**src/hdl/dma_seq_pkg.sv**
```systemverilog
package dma_seq_pkg;

  // ---------------------------------------------------------------
  // operating-mode codes of the control word
  // ---------------------------------------------------------------
  localparam logic [2:0] MODE_INVALID = 3'h0;
  localparam logic [2:0] MODE_BASIC = 3'h1;
  localparam logic [2:0] MODE_AUTO = 3'h2;
  localparam logic [2:0] MODE_PINGPONG = 3'h3;
  localparam logic [2:0] MODE_MSG_PRI = 3'h4;
  localparam logic [2:0] MODE_MSG_ALT = 3'h5;
  localparam logic [2:0] MODE_PSG_PRI = 3'h6;
  localparam logic [2:0] MODE_PSG_ALT = 3'h7;

  // ---------------------------------------------------------------
  // control word field positions
  // ---------------------------------------------------------------
  localparam int MODE_LSB = 0;
  localparam int MODE_MSB = 2;
  localparam int NM1_LSB = 4;
  localparam int NM1_MSB = 13;
  localparam int RPOW_LSB = 14;
  localparam int RPOW_MSB = 17;

  // ---------------------------------------------------------------
  // counts and reset values
  // ---------------------------------------------------------------
  localparam logic [3:0] RPOW_NO_ARB = 4'hA;
  localparam logic [10:0] MAX_XFERS = 11'h400;
  localparam logic [31:0] WORD_RST = 32'h0000_0000;

  // ---------------------------------------------------------------
  // sequencer states, gray along the usual path except FINISH back to IDLE
  // ---------------------------------------------------------------
  typedef enum logic [2:0] {
    ST_IDLE = 3'b000,
    ST_FETCH = 3'b001,
    ST_EVAL = 3'b011,
    ST_MOVE = 3'b010,
    ST_WBACK = 3'b110,
    ST_FINISH = 3'b111
  } seq_state_t;

endpackage

```
**src/hdl/dma_prio_arb.sv**
```systemverilog
`timescale 1ns/1ps
module dma_prio_arb import dma_seq_pkg::*; #(
  parameter int N = 4
) (
  input wire logic [N-1:0] pend, // requesting channels
  output logic any_req, // at least one request
  output logic [$clog2(N)-1:0] grant // lowest index wins
);

  // ---------------------------------------------------------------
  // fixed priority, channel 0 highest
  // ---------------------------------------------------------------
  always_comb begin
    any_req = |pend;
    grant = '0;
    for (int i = N - 1; i >= 0; i--) begin
      if (pend[i]) begin
        grant = i[$clog2(N)-1:0];
      end
    end
  end

endmodule

```
**src/hdl/dma_slice_cnt.sv**
```systemverilog
`timescale 1ns/1ps
module dma_slice_cnt import dma_seq_pkg::*; (
  input wire logic mclk, // system clock
  input wire logic srst, // sync reset
  input wire logic clr, // restart slice count
  input wire logic inc, // one transfer done
  input wire logic [3:0] rpow, // arbitration exponent
  input wire logic [9:0] nm1, // count minus one
  input wire logic one_shot, // single-transfer slice
  output logic [10:0] cnt_q, // transfers in this slice
  output logic slice_end, // inc closes the slice
  output logic all_end // inc closes the whole count
);

  logic [10:0] arb_lim;
  logic [10:0] rem;
  logic [10:0] lim;
  logic [10:0] nxt;

  // ---------------------------------------------------------------
  // slice limit: min(2^R, remaining), or one
  // ---------------------------------------------------------------
  always_comb begin
    arb_lim = (rpow >= RPOW_NO_ARB) ? MAX_XFERS : (11'h001 << rpow);
    rem = {1'b0, nm1} + 11'h001;
    lim = (arb_lim < rem) ? arb_lim : rem;
    if (one_shot) begin
      lim = 11'h001;
    end
    nxt = cnt_q + 11'h001;
    slice_end = inc && (nxt == lim);
    all_end = slice_end && (nxt == rem);
  end

  // transfer counter within the slice
  always_ff @(posedge mclk) begin
    if (srst || clr) begin
      cnt_q <= 11'h000;
    end else if (inc) begin
      cnt_q <= nxt;
    end
  end

endmodule

```
**src/hdl/dma_cycle_mode_sequencer.sv**
```systemverilog
// Overview of operation
// finished channel gets invalid mode written back
// invalid code fetched ends ping-pong/scatter-gather
// basic uses either structure, starts on request
// basic re-arbitrates each slice, needs request
// basic pulses completion after full count
// auto starts on request; single request stops
// auto continues without request, completes after count
// ping-pong alternates primary and alternate tasks
// ping-pong stops on invalid or disabled channel
// ping-pong pulses completion after every task
// software rewrites only the idle structure
// basic code ends a ping-pong sequence
// software sets global and channel enables first
// scatter-gather primary copies four words to alternate
// scatter-gather self-runs until invalid/basic, then interrupt
// primary word uses fixed size, increment, exponent
// primary count is four transfers per task
// exhausted primary gets invalid mode written
// each copy and task raises internal request
// basic final task pulses completion, ends chain
// software stores task list before enabling channel
// three-bit mode field encoding
// exponent codes 1010 and up disable arbitration
// count field holds transfers minus one
// completion is one-cycle pulse per channel
`timescale 1ns/1ps
module dma_cycle_mode_sequencer import dma_seq_pkg::*; #(
  parameter int N = 4
) (
  input wire logic mclk, // system clock
  input wire logic srst, // sync reset
  input wire logic master_enable, // controller_config global enable
  input wire logic [N-1:0] channel_enable_set, // per-channel enable
  input wire logic [N-1:0] burst_req, // peripheral burst requests
  input wire logic [N-1:0] single_req, // peripheral single requests
  output logic ctl_rd_q, // control word read request
  output logic ctl_wr_q, // control word write request
  output logic [$clog2(N)-1:0] ctl_chan_q, // channel of word access
  output logic ctl_alt_q, // 1 = alternate structure
  output logic [31:0] ctl_wdata_q, // control word to write back
  input wire logic [31:0] ctl_rdata, // fetched control word
  input wire logic ctl_ack, // word access done
  output logic beat_req_q, // request one data transfer
  input wire logic beat_ack, // data transfer done
  output logic [N-1:0] done_pulse_q, // completion pulses
  output logic busy_q // sequencer not idle
);

  localparam int CW = $clog2(N);

  seq_state_t state_q;
  logic [CW-1:0] chan_q;
  logic alt_q;
  logic [31:0] word_q;
  logic one_shot_q;
  logic done_all_q;
  logic [N-1:0] alt_sel_q;
  logic [N-1:0] self_pend_q;
  logic [N-1:0] sg_chain_q;
  logic [N-1:0] pend;
  logic arb_any;
  logic [CW-1:0] arb_grant;
  logic [10:0] cnt_q;
  logic slice_end;
  logic all_end;
  logic [2:0] mode;
  logic mode_bad;
  logic [9:0] nm1_left;
  logic fin;

  // ---------------------------------------------------------------
  // arbitration and slice counting
  // ---------------------------------------------------------------

  // channels eligible to win the next arbitration
  assign pend = {N{master_enable}} & channel_enable_set & (burst_req | single_req | self_pend_q);

  dma_prio_arb #(.N(N)) u_arb (
    .pend(pend),
    .any_req(arb_any),
    .grant(arb_grant)
  );

  dma_slice_cnt u_cnt (
    .mclk(mclk),
    .srst(srst),
    .clr(state_q == ST_EVAL),
    .inc(state_q == ST_MOVE && beat_ack),
    .rpow(word_q[RPOW_MSB:RPOW_LSB]),
    .nm1(word_q[NM1_MSB:NM1_LSB]),
    .one_shot(one_shot_q),
    .cnt_q(cnt_q),
    .slice_end(slice_end),
    .all_end(all_end)
  );

  // decoded view of the fetched word
  assign mode = word_q[MODE_MSB:MODE_LSB];
  assign mode_bad = (mode == MODE_INVALID) || (mode == MODE_PSG_PRI) || (mode == MODE_PSG_ALT);
  assign nm1_left = word_q[NM1_MSB:NM1_LSB] - cnt_q[9:0] - 10'h001;
  assign fin = (state_q == ST_FINISH);

  // ---------------------------------------------------------------
  // main sequence
  // ---------------------------------------------------------------

  // state walk: pick, fetch, evaluate, move, write back, decide
  always_ff @(posedge mclk) begin
    if (srst) begin
      state_q <= ST_IDLE;
    end else begin
      unique case (state_q)
        ST_IDLE: begin
          if (arb_any) begin
            state_q <= ST_FETCH;
          end
        end
        ST_FETCH: begin
          if (ctl_ack) begin
            state_q <= ST_EVAL;
          end
        end
        ST_EVAL: begin
          state_q <= mode_bad ? ST_FINISH : ST_MOVE;
        end
        ST_MOVE: begin
          if (slice_end) begin
            state_q <= ST_WBACK;
          end
        end
        ST_WBACK: begin
          if (ctl_ack) begin
            state_q <= ST_FINISH;
          end
        end
        ST_FINISH: begin
          state_q <= ST_IDLE;
        end
      endcase
    end
  end

  // winner capture at arbitration
  always_ff @(posedge mclk) begin
    if (srst) begin
      chan_q <= '0;
      alt_q <= 1'b0;
      one_shot_q <= 1'b0;
    end else if (state_q == ST_IDLE && arb_any) begin
      chan_q <= arb_grant;
      alt_q <= alt_sel_q[arb_grant];
      one_shot_q <= single_req[arb_grant] & ~burst_req[arb_grant] & ~self_pend_q[arb_grant];
    end
  end

  // control word fetch
  always_ff @(posedge mclk) begin
    if (srst) begin
      ctl_rd_q <= 1'b0;
      word_q <= WORD_RST;
    end else if (state_q == ST_IDLE && arb_any) begin
      ctl_rd_q <= 1'b1;
    end else if (state_q == ST_FETCH && ctl_ack) begin
      ctl_rd_q <= 1'b0;
      word_q <= ctl_rdata;
    end
  end

  // word access address
  always_ff @(posedge mclk) begin
    if (srst) begin
      ctl_chan_q <= '0;
      ctl_alt_q <= 1'b0;
    end else if (state_q == ST_IDLE && arb_any) begin
      ctl_chan_q <= arb_grant;
      ctl_alt_q <= alt_sel_q[arb_grant];
    end
  end

  // data transfer requests
  always_ff @(posedge mclk) begin
    if (srst) begin
      beat_req_q <= 1'b0;
    end else if (state_q == ST_EVAL && !mode_bad) begin
      beat_req_q <= 1'b1;
    end else if (slice_end) begin
      beat_req_q <= 1'b0;
    end
  end

  // write back remaining count, or invalid mode when exhausted
  always_ff @(posedge mclk) begin
    if (srst) begin
      ctl_wr_q <= 1'b0;
      ctl_wdata_q <= WORD_RST;
      done_all_q <= 1'b0;
    end else if (slice_end) begin
      ctl_wr_q <= 1'b1;
      done_all_q <= all_end;
      if (all_end) begin
        ctl_wdata_q <= {word_q[31:NM1_MSB+1], 10'h000, word_q[3], MODE_INVALID};
      end else begin
        ctl_wdata_q <= {word_q[31:NM1_MSB+1], nm1_left, word_q[3:0]};
      end
    end else if (state_q == ST_WBACK && ctl_ack) begin
      ctl_wr_q <= 1'b0;
    end else if (state_q == ST_EVAL) begin
      done_all_q <= 1'b0;
    end
  end

  // busy flag
  always_ff @(posedge mclk) begin
    if (srst) begin
      busy_q <= 1'b0;
    end else begin
      busy_q <= (state_q != ST_IDLE) || arb_any;
    end
  end

  // ---------------------------------------------------------------
  // per-channel mode state
  // ---------------------------------------------------------------
  for (genvar i = 0; i < N; i++) begin : g_chan
    logic me;
    assign me = fin && (chan_q == CW'(i));

    // next structure, internal request, chain flag, completion
    always_ff @(posedge mclk) begin
      if (srst) begin
        alt_sel_q[i] <= 1'b0;
        self_pend_q[i] <= 1'b0;
        sg_chain_q[i] <= 1'b0;
        done_pulse_q[i] <= 1'b0;
      end else begin
        done_pulse_q[i] <= 1'b0;
        if (me && mode_bad) begin
          alt_sel_q[i] <= 1'b0;
          self_pend_q[i] <= 1'b0;
          sg_chain_q[i] <= 1'b0;
          done_pulse_q[i] <= sg_chain_q[i];
        end else if (me && !alt_q && mode == MODE_MSG_PRI) begin
          alt_sel_q[i] <= 1'b1;
          self_pend_q[i] <= 1'b1;
          sg_chain_q[i] <= 1'b1;
        end else if (me && alt_q && sg_chain_q[i]) begin
          if (!done_all_q) begin
            self_pend_q[i] <= 1'b1;
          end else if (mode == MODE_BASIC) begin
            done_pulse_q[i] <= 1'b1;
            alt_sel_q[i] <= 1'b0;
            self_pend_q[i] <= 1'b0;
            sg_chain_q[i] <= 1'b0;
          end else begin
            alt_sel_q[i] <= 1'b0;
            self_pend_q[i] <= 1'b1;
          end
        end else if (me && mode == MODE_PINGPONG) begin
          if (done_all_q) begin
            done_pulse_q[i] <= 1'b1;
            alt_sel_q[i] <= ~alt_q;
          end
        end else if (me) begin
          if (done_all_q) begin
            done_pulse_q[i] <= 1'b1;
            self_pend_q[i] <= 1'b0;
          end else begin
            self_pend_q[i] <= (mode == MODE_AUTO) && !one_shot_q;
          end
        end
      end
    end
  end
endmodule

```
**config.mk**
```make
export PLATFORM = sky130hd
export DESIGN_NAME = dma_cycle_mode_sequencer
export DESIGN_NICKNAME = d
export VERILOG_FILES = /design/src/hdl/dma_seq_pkg.sv /design/src/hdl/dma_prio_arb.sv /design/src/hdl/dma_slice_cnt.sv /design/src/hdl/dma_cycle_mode_sequencer.sv
export SDC_FILE = /design/constraint.sdc
export NUM_CORES = 1
export LEC_CHECK = 0
export BUFFER_PORTS_ARGS = -buffer_cell sky130_fd_sc_hd__buf_2
export CAP_MARGIN = 20
export CORE_UTILIZATION = 46
export CTS_CLUSTER_DIAMETER = 120
export DETAILED_ROUTE_END_ITERATION = 8
export PLACE_DENSITY_LB_ADDON = 0.12
export SETUP_SLACK_MARGIN = 0.2
export SYNTH_ARGS = -nofsm -noshare
export SYNTH_HDL_FRONTEND = slang
export SYNTH_HIERARCHICAL = 1
export SYNTH_SLANG_ARGS = --single-unit
```
**constraint.sdc**
```tcl
create_clock -name mclk -period 8.95 [get_ports mclk]
set_input_delay 1.79 -clock mclk [delete_from_list [all_inputs] [get_ports mclk]]
set_output_delay 1.79 -clock mclk [all_outputs]
set_load 0.005 [all_outputs]
```
Word-level counts from Yosys, hierarchy flattened
Cells that the tools add are included.
W data, S select, Z words.

word-level totals
  bits in registers = 103
  logic and storage cells = 267

operators by class
  $add $sub $neg = 4
  $lt $le $gt $ge = 3
  eq/ne operators = 33
  shifts and indexed selects = 1
  muxes and demuxes = 97
  bitwise logic cells = 10
  reductions and logical operators = 91

operator list
  kind                     number
  $mux W1                  79
  $logic_and A1 B1 Y1      36
  $ne A3 B3 Y1 const B     12
  $mux W11                 3
  $reduce_bool A2 Y1       16
  $reduce_bool A3 Y1       9
  $reduce_and A3 Y1        8
  $eq A11 B11 Y1           2
  $pmux W3 S6              1
  $eq A3 B3 Y1 const B     5
  $mux W3                  5
  $mux W14                 1
  $eq A3 B2 Y1 const B     4
  $reduce_and A2 Y1        6
  $add A10 B1 Y11 const B  1
  $add A11 B1 Y11 const B  1
  $lt A11 B11 Y1           1
  $shl A1 B4 Y11 const A   1
  $ne A2 B2 Y1 const B     5
  $sub A10 B1 Y10 const B  1
  $sub A10 B10 Y10         1
  $and A4 B4 Y4            2
  $bmux W1 S2              4
  $mux W2                  4
  15 further kinds         31

Logic depth before layout (Yosys ltp)
Gate-level depths: netlist of the first run.

  depth after elaboration = 12
  gate-level depth with buffers = 19
  depth with buffers taken out = 18

Cells and area by module
The synthesis of the first run kept the hierarchy.

by module, submodules not included
  module                    instances  cells an instance  area each (um^2)
  dma_cycle_mode_sequencer  1          523                4240.3
  dma_slice_cnt             1          246                1762.9
  dma_prio_arb              1          7                  35.0

Worst setup path after synthesis of the first run
Ideal clock, no wire load.

  kind = flip-flop to flip-flop
  from = reg word_q[5]
  to = reg ctl_wdata_q[26]
  library setup time = 0.128 ns
  data arrival time = 4.399 ns
  slack = 4.424 ns
  stages on the path, launching flop included = 19
  buffers on the path = 3
  clock period less this slack = 4.526 ns
  cell sequence = dfxtp_1 -> ha_1 -> nand3_1 -> nor2_1 -> nand3_1 -> ha_1 -> nand3_1 -> or3_4 -> or2_1 -> buf_6 -> a2111oi_4 -> a21oi_2 -> a2111oi_2 -> nand4_1 -> nor4_1 -> clkbuf_1 -> buf_2 -> mux2i_1 -> nor2_1

on the way
  cells in the longest elaborated chain, start to end = 6

RTL lines
  element                  line                             text
  start, declared          dma_cycle_mode_sequencer.sv:55   logic [31:0] word_q;
  start signal, assigned   dma_cycle_mode_sequencer.sv:166  word_q <= ctl_rdata;
  $add A10 B1 Y11 (*)      dma_slice_cnt.sv:25              rem = {1'b0, nm1} + 11'h001;
  $lt A11 B11 Y1           dma_slice_cnt.sv:26              lim = (arb_lim < rem) ? arb_lim : rem;
  $mux W11 (*)             dma_slice_cnt.sv:26
  $mux W11 (*)             dma_slice_cnt.sv:27              if (one_shot) begin
  $eq A11 B11 Y1 (*)       dma_slice_cnt.sv:31              slice_end = inc && (nxt == lim);
  $logic_and A1 B1 Y1 (*)  dma_slice_cnt.sv:31
  named net slice_end      dma_cycle_mode_sequencer.sv:65   logic slice_end;
  end signal, assigned     dma_cycle_mode_sequencer.sv:202  ctl_wdata_q <= {word_q[31:NM1_MSB+1], 10'h000, word_q[3], MODE_INVALID};
  end signal, assigned     dma_cycle_mode_sequencer.sv:204  ctl_wdata_q <= {word_q[31:NM1_MSB+1], nm1_left, word_q[3:0]};
  end, declared            dma_cycle_mode_sequencer.sv:41   output logic [31:0] ctl_wdata_q,

The timed path passes the listed nets; every way through them passes the cells marked *.
A chain may end at the register's enable or synchronous reset.

Worst setup path in the final report of the first run
  from = reg word_q[4]
  to = reg ctl_wdata_q[13]

on the way
  cells in the longest elaborated chain, start to end = 8
  elaborated cells between the ends (all ways) = 11
  those cells by class = add/sub: 3; order compare: 1; eq/ne: 2; mux: 3; reduce/logical: 2

RTL lines
  element                  line                             text
  $add A10 B1 Y11 (*)      dma_slice_cnt.sv:25
  $lt A11 B11 Y1           dma_slice_cnt.sv:26
  $mux W11 (*)             dma_slice_cnt.sv:26
  $mux W11 (*)             dma_slice_cnt.sv:27
  $eq A11 B11 Y1 (*)       dma_slice_cnt.sv:31
  $logic_and A1 B1 Y1 (*)  dma_slice_cnt.sv:31
  named net slice_end      dma_cycle_mode_sequencer.sv:65
  $logic_and A1 B1 Y1      dma_slice_cnt.sv:32              all_end = slice_end && (nxt == rem);
  $mux W14                 dma_cycle_mode_sequencer.sv:201  if (all_end) begin

Marks and branches as above.

==> reports/metrics.cfg, run 1 <==
[global_route]
grt_max_degree=91
antenna_found_initial=0
grt_pass1_vias=5401
grt_pass1_wl_mm=26.50
grt_usage_pct=24.75
grt.overflow.total=0

[logic_synthesis]
synth_enable_flop_cells=0
synth_seq_area_share_pct=34.15
yosysUniqueCellTypes=65
ys.flop_type=dfxtp_1
syn_nets=847
syn_area_per_cell_um2=7.781
ys_warn_count=6
synthTopCellsByArea=dfxtp_1 (34%), a21oi_1 (7.0%), nand2_1 (6.9%)
syn_inst=776
synth-seq-cells=103
yosysTopAreaCell=dfxtp_1
synth_area_mm2=0.006038
ys_async_sr_fraction_pct=0
synth_top_area_share_pct=34.15

[routing]
drtIter0Drc=436
dr_total_vias=5842
via_per_inst=5.761
ant_nets=0
drc=0
wire_per_inst_um=16.01
wirelength_mm=16.23
drtPass1Iterations=7

[sta]
slew_headroom_pct=37.18
fmax_ghz=0.1964
skew_ns=0.01064
rsz0062_at_grt=false
finalCritPeriodShare_pct=56.88
tns_ns=0
post-route-min-period_ns=5.091
setup_violations=0
drv_slew=0
hold_viol=0
fin_ws_ns=3.859
worst_slew_pin_slew_ns=0.9423

[setup_path]
path_common_cell=nand3_1
regToRegSetupSlack_ns=3.86
required_ns=9.19
critical_path.max_stage_delay_ns=0.59
cp_top_family=simple AND/OR/NAND/NOR gates
crit_fanout=40
cp-end-kind=flip-flop
arrival_ns=5.34
worstSetupPathType=flip-flop to flip-flop
cp_cell_sequence=ha_1, nand3_1, nor2_1, nand3_1, ha_1, nand3_1, or3_4, or2_1, a2111oi_4, a21oi_2, a2111oi_2, nand4_1, nor4_2, buf_4, nor2_1, a22oi_1, nand2_1
start_kind=flip-flop
worst-path-buf-inv=1
cpMaxStageDelayCell=dfxtp_1

[power_and_ir_drop]
combPwrFrac_pct=18.0
power_frac_seq_pct=47.2
p_leak_nw=2.610
power_switching_w=0.0003090
ir_drop_v=0.0001119
internal-power_w=0.0007397
p_per_area_mw_per_mm2=153.7
clkPwrFrac_pct=34.8
switching_share_pct=29.47
finalPower_w=0.001049

[final_layout]
syn2layout_area_growth_pct=13.01
fin_nets=908
instances_no_fill=1014
multiInputGateArea_mm2=0.003690
drive_gt1_share_pct=15.44
layout_common_cells=nand2_1 (111), dfxtp_1 (103), buf_2 (91)
fin_area_mm2=0.006824
fillers=1303
layout_commonest_cell=nand2_1
seq_area_mm2=0.002062
n_antenna_cell=0

[placed_design]
gp_congestion=0.9147
hpwl_mm=11.82
place.port_buffers=91
dp_cells=998
pre_cts_ws_ns=3.886
placed_area_mm2=0.006550

[clock_tree]
clock_sinks=103
tritoncts=yes
numCtsBuffers=9
cts_hold_buf=0
clk_pin_slew_ns=0.07
htreeDepth=3
post_cts_buffers=0
cts_max_path_buffers=2
post_cts_resized=0
clockRootBuffer=clkbuf_16
clk_latency_ns=0.35

[run_status]
outcome=complete, no violations

[floorplanning]
ioPinCount=92
die_area_mm2=0.01359
fp-row-count=41
die_h_um=116.6
core_area_mm2=0.01272
start_util_pct=47.46
fp.dieW_um=116.6

[worst_hold_path]
min_path_type=flip-flop to flip-flop

[flow_run]
drv_cap=0

[routing by layer]
metal | vias to the layer above | wire length (µm) | global-route usage [%]
met3 | 37 | 742 | 4.930
met4 | 0 | 467 | 10.04
li1 | 2881 | - | -
met2 | 157 | 7732 | 40.75
met1 | 2767 | 7287 | 31.71
met5 | - | 0 | 0
[per-stage QoR]
step,util (%),hold WS (ns)
after floorplan,-,0.4360
after global placement,51.49,0.4405
after detailed placement,51.49,0.4454
after CTS,53.64,0.4584
after global routing,53.64,0.4798
final,53.64,0.4541
[cell families after synthesis]
kind of cell | count (synthesis) | share of synthesized area [%]
AND/OR/NAND/NOR | 325 | 25.90
AO/OA/AOI/OAI | 188 | 19.52
flip-flops | 103 | 34.15
buffers and inverters | 68 | 4.849
XOR/XNOR | 45 | 6.527
multiplexers | 25 | 4.372
adder cells (fa/ha/maj) | 22 | 4.683
[Yosys cell counts, types with 16 or more instances]
cell type,n
a211oi_1,17
a21oi_1,84
clkbuf_1,29
dfxtp_1,103
ha_1,21
inv_1,20
mux2i_1,23
nand2_1,111
nand3_1,23
nor2_1,78
nor3_1,27
o21ai_0,27
xnor2_1,16
xor2_1,29
[worst paths after layout]
| kind | from | to | cells after the start |
|---|---|---|---|
| worst max-delay path | word_q[4] | ctl_wdata_q[13] | 17 |
| worst min-delay path | word_q[30] | word_q[30] | 2 |
| worst max register to register | word_q[4] | ctl_wdata_q[13] | 17 |
| worst min register to register | word_q[30] | word_q[30] | 2 |
[power groups by stage]
stage | clock network, W | registers, W | logic [W]
floorplan | 0 | 0.000491 | 0.000150
global placement | 0 | 0.000505 | 0.000185
detailed placement | 0 | 0.000505 | 0.000186
CTS | 0.000375 | 0.000495 | 0.000187
global route | 0.000394 | 0.000498 | 0.000209
finish | 0.000365 | 0.000495 | 0.000189
[flip-flops by register name, summed over array words and instances (netlist names), named ones only]
name,flops
ctl_chan_q,2
beat_req_q,1
self_pend_q,4
done_pulse_q,4
busy_q,1
u_cnt/cnt_q,11
state_q,2
one_shot_q,1
ctl_wr_q,1
sg_chain_q,4
done_all_q,1
ctl_rd_q,1
word_q,32
alt_sel_q,4
ctl_alt_q,1
ctl_wdata_q,32
[cell type report]
cell class	instances	share of cell area [%]
repair buffers	98	7.444
clock inverters	5	0.6051
well taps	172	3.154
multi-input cells	605	54.07
clock buffers	11	3.410
flip-flops and latches	103	30.22
inverters	20	1.100
[worst register-to-register path: stages, from the launching register on]
cell       delay, ns
dfxtp_1         0.59
ha_1            0.30
nand3_1         0.10
nor2_1          0.18
nand3_1         0.18
ha_1            0.37
nand3_1         0.13
or3_4           0.43
or2_1           0.36
a2111oi_4       0.40
a21oi_2         0.06
a2111oi_2       0.40
nand4_1         0.18
nor4_2          0.29
buf_4           0.48
nor2_1          0.22
a22oi_1         0.25
nand2_1         0.07
No activity file was read; power rests on OpenSTA's default activity.
==> run 2: changes to the inputs <==
- ABC_AREA: default -> 1
- clock period: 8.95 -> 4.2 ns (I/O delays scaled with it)
==> run 2 against run 1 <==
Effect of this change: combinational power increased to 9.6 times the previous value; fmax is 38% higher; flip-flop and latch count stayed put; synthesized area is 0.25% lower; non-clock buffer count grew 3; sequential share of layout area decreased by 0.79 points.
==> reports/metrics.cfg, run 2 <==
[power_and_ir_drop]
ir_drop_v=0.0002264
p_per_area_mw_per_mm2=568.0
p_leak_nw=3.418

[clock_tree]
cts_max_path_buffers=2
cts_hold_buf=0
clock_sinks=103
htreeDepth=3
clk_pin_slew_ns=0.08
clk_latency_ns=0.36
numCtsBuffers=9
clockRootBuffer=clkbuf_16
tritoncts=yes

[logic_synthesis]
yosysTopAreaCell=dfxtp_1
syn_area_per_cell_um2=6.547
synth_common_cells=nand2_1 (203), nor2_1 (155), dfxtp_1 (103)
ys_warn_count=6
synth_most_common_cell=nand2_1
syn_inst=920
syn_nets=991
synth-seq-cells=103
ys.flop_type=dfxtp_1
synthTopCellsByArea=dfxtp_1 (34%), nand2_1 (13%), nor2_1 (9.7%)
synth_enable_flop_cells=0
synth_seq_area_share_pct=34.23
ys_async_sr_fraction_pct=0
synth_area_mm2=0.006023
yosysUniqueCellTypes=42
synth_top_area_share_pct=34.23

[placed_design]
hpwl_mm=11.85
gp_congestion=0.9315
dp_cells=1163
pre_cts_ws_ns=0.3511
place.port_buffers=91

[floorplanning]
fp-row-count=41
die_area_mm2=0.01356
die_h_um=116.4
start_util_pct=47.54
ioPinCount=92
core_area_mm2=0.01267
fp.dieW_um=116.4

[final_layout]
layout_common_cells=nand2_1 (201), nor2_1 (154), dfxtp_1 (100)
syn2layout_area_growth_pct=16.70
fillers=1328
reg_top3=ctl_wdata_q x32, word_q x32, u_cnt/cnt_q x11
layout_commonest_cell=nand2_1
final_util_pct=55.48
drive_gt1_share_pct=16.25
multiInputGateArea_mm2=0.003467
instances_no_fill=1182
seq_area_mm2=0.002068
fin_nets=1075

[sta]
drv_slew=0
tns_ns=0
rsz0062_at_grt=false
worst_slew_pin_slew_ns=0.6766
fmax_ghz=0.2711
fin_ws_ns=0.5115
finalCritPeriodShare_pct=87.82
slew_headroom_pct=54.73
setup_violations=0
hold_viol=0
hold_ws_ns=0.4609
skew_ns=0.01187
post-route-min-period_ns=3.689

[setup_path]
path_common_cell=nand2_1
r2r_start=word_q[4]
regToRegSetupSlack_ns=0.51
reg2reg_to=state_q[2]
cp-end-kind=flip-flop
cpMaxStageDelayCell=dfxtp_2
required_ns=4.43
critical_path.max_stage_delay_ns=0.39
ff2ff_path_depth=29
start_kind=flip-flop
arrival_ns=3.92
crit_fanout=21
worstSetupPathType=flip-flop to flip-flop

[routing]
drc=0
wirelength_mm=16.11
via_per_inst=5.158
wire_per_inst_um=13.63
drtIter0Drc=421
met2_length_mm=7.072
met1Wirelength_mm=7.761
wl_met3_um=979
top_layer=met4
drtPass1Iterations=6
ant_nets=0
dr_total_vias=6097

[worst_hold_path]
whs_path_depth=2
min_from=ctl_wdata_q[11]
hold_path_end=ctl_wdata_q[11]
min_path_type=flip-flop to flip-flop

[global_route]
grt_pass1_wl_mm=25.85
grt_pass1_vias=5278
antenna_found_initial=1
grt_max_degree=42
grt_usage_pct=24.65
grt.overflow.total=0

[run_status]
outcome=complete, no violations

[flow_run]
drv_cap=0

==> run 2: layout make-up <==
type                    count  share of cell area, %
clock buffers               9                  3.204
diodes                      1                0.03560
repair buffers            101                  7.779
inverters                 108                  5.767
multi-input cells         681                  49.32
clock inverters             7                  1.406
flip-flops and latches    103                  29.42
well taps                 172                  3.062
==> run 2: kinds of logic (layout without fill, tap and decap cells) <==
kind of cell / count (synthesis) / count (layout) / synth area share, %
xor gates and xnor gates: 17 / 17 / 2.472
DFF: 103 / 103 / 34.23
AOI/OAI and AO/OA: 165 / 165 / 15.00
and+or+nand+nor: 476 / 477 / 34.67
other: 0 / 1 / 0
adders and majority gates: 22 / 22 / 4.695
buffers and inverters: 137 / 225 / 8.932
==> run 2: through the flow <==
| stage | cell area [µm²] | power [W] |
|---|---|---|
| after floorplan | 6023 | 0.002648 |
| after global placement | 6629 | 0.003014 |
| after CTS | 6953 | 0.003937 |
| after detailed placement | 6629 | 0.003021 |
| final | 7029 | 0.003992 |
| after global routing | 7027 | 0.004352 |
==> run 2: repair_timing <==
action / CTS / global route
resized for setup: 0 / 18
buffers inserted: 0 / 1
setup endpoints to repair: 0 / 38
==> run 2: where the power goes <==
| group | internal [W] | switching, W | total [W] |
|---|---|---|---|
| Sequential | 0.00111 | 0.000169 | 0.00128 |
| Combinational | 0.000655 | 0.00115 | 0.00181 |
| Clock | 0.000483 | 0.000425 | 0.000908 |
==> run 2: worst max-delay path: cells and delay by family (launching register included) <==
kind / cells / cell delay (ns)
fa+ha+maj: 2 / 0.54
buf+inv: 6 / 0.55
flops: 1 / 0.39
simple gates: 18 / 1.64
compound gates: 3 / 0.42
==> run 2: worst max path at each step <==
stage,startpoint,end,slack (ns),cells after the start
after floorplan,word_q[4],ctl_wdata_q[10],0.84,26
after global placement,word_q[5],state_q[0],0.43,27
after detailed placement,word_q[4],ctl_wdata_q[12],0.35,26
after CTS,word_q[4],ctl_wdata_q[12],0.30,26
after global routing,word_q[4],ctl_wdata_q[6],0.20,27
final,word_q[4],state_q[2],0.51,29
==> run 2: layer usage <==
metal / vias up / global-route usage (%)
met2: 177 / 38.34
met3: 20 / 5.293
met4: 0 / 7.863
met1: 2740 / 33.90
met5: - / 0
li1: 3160 / -
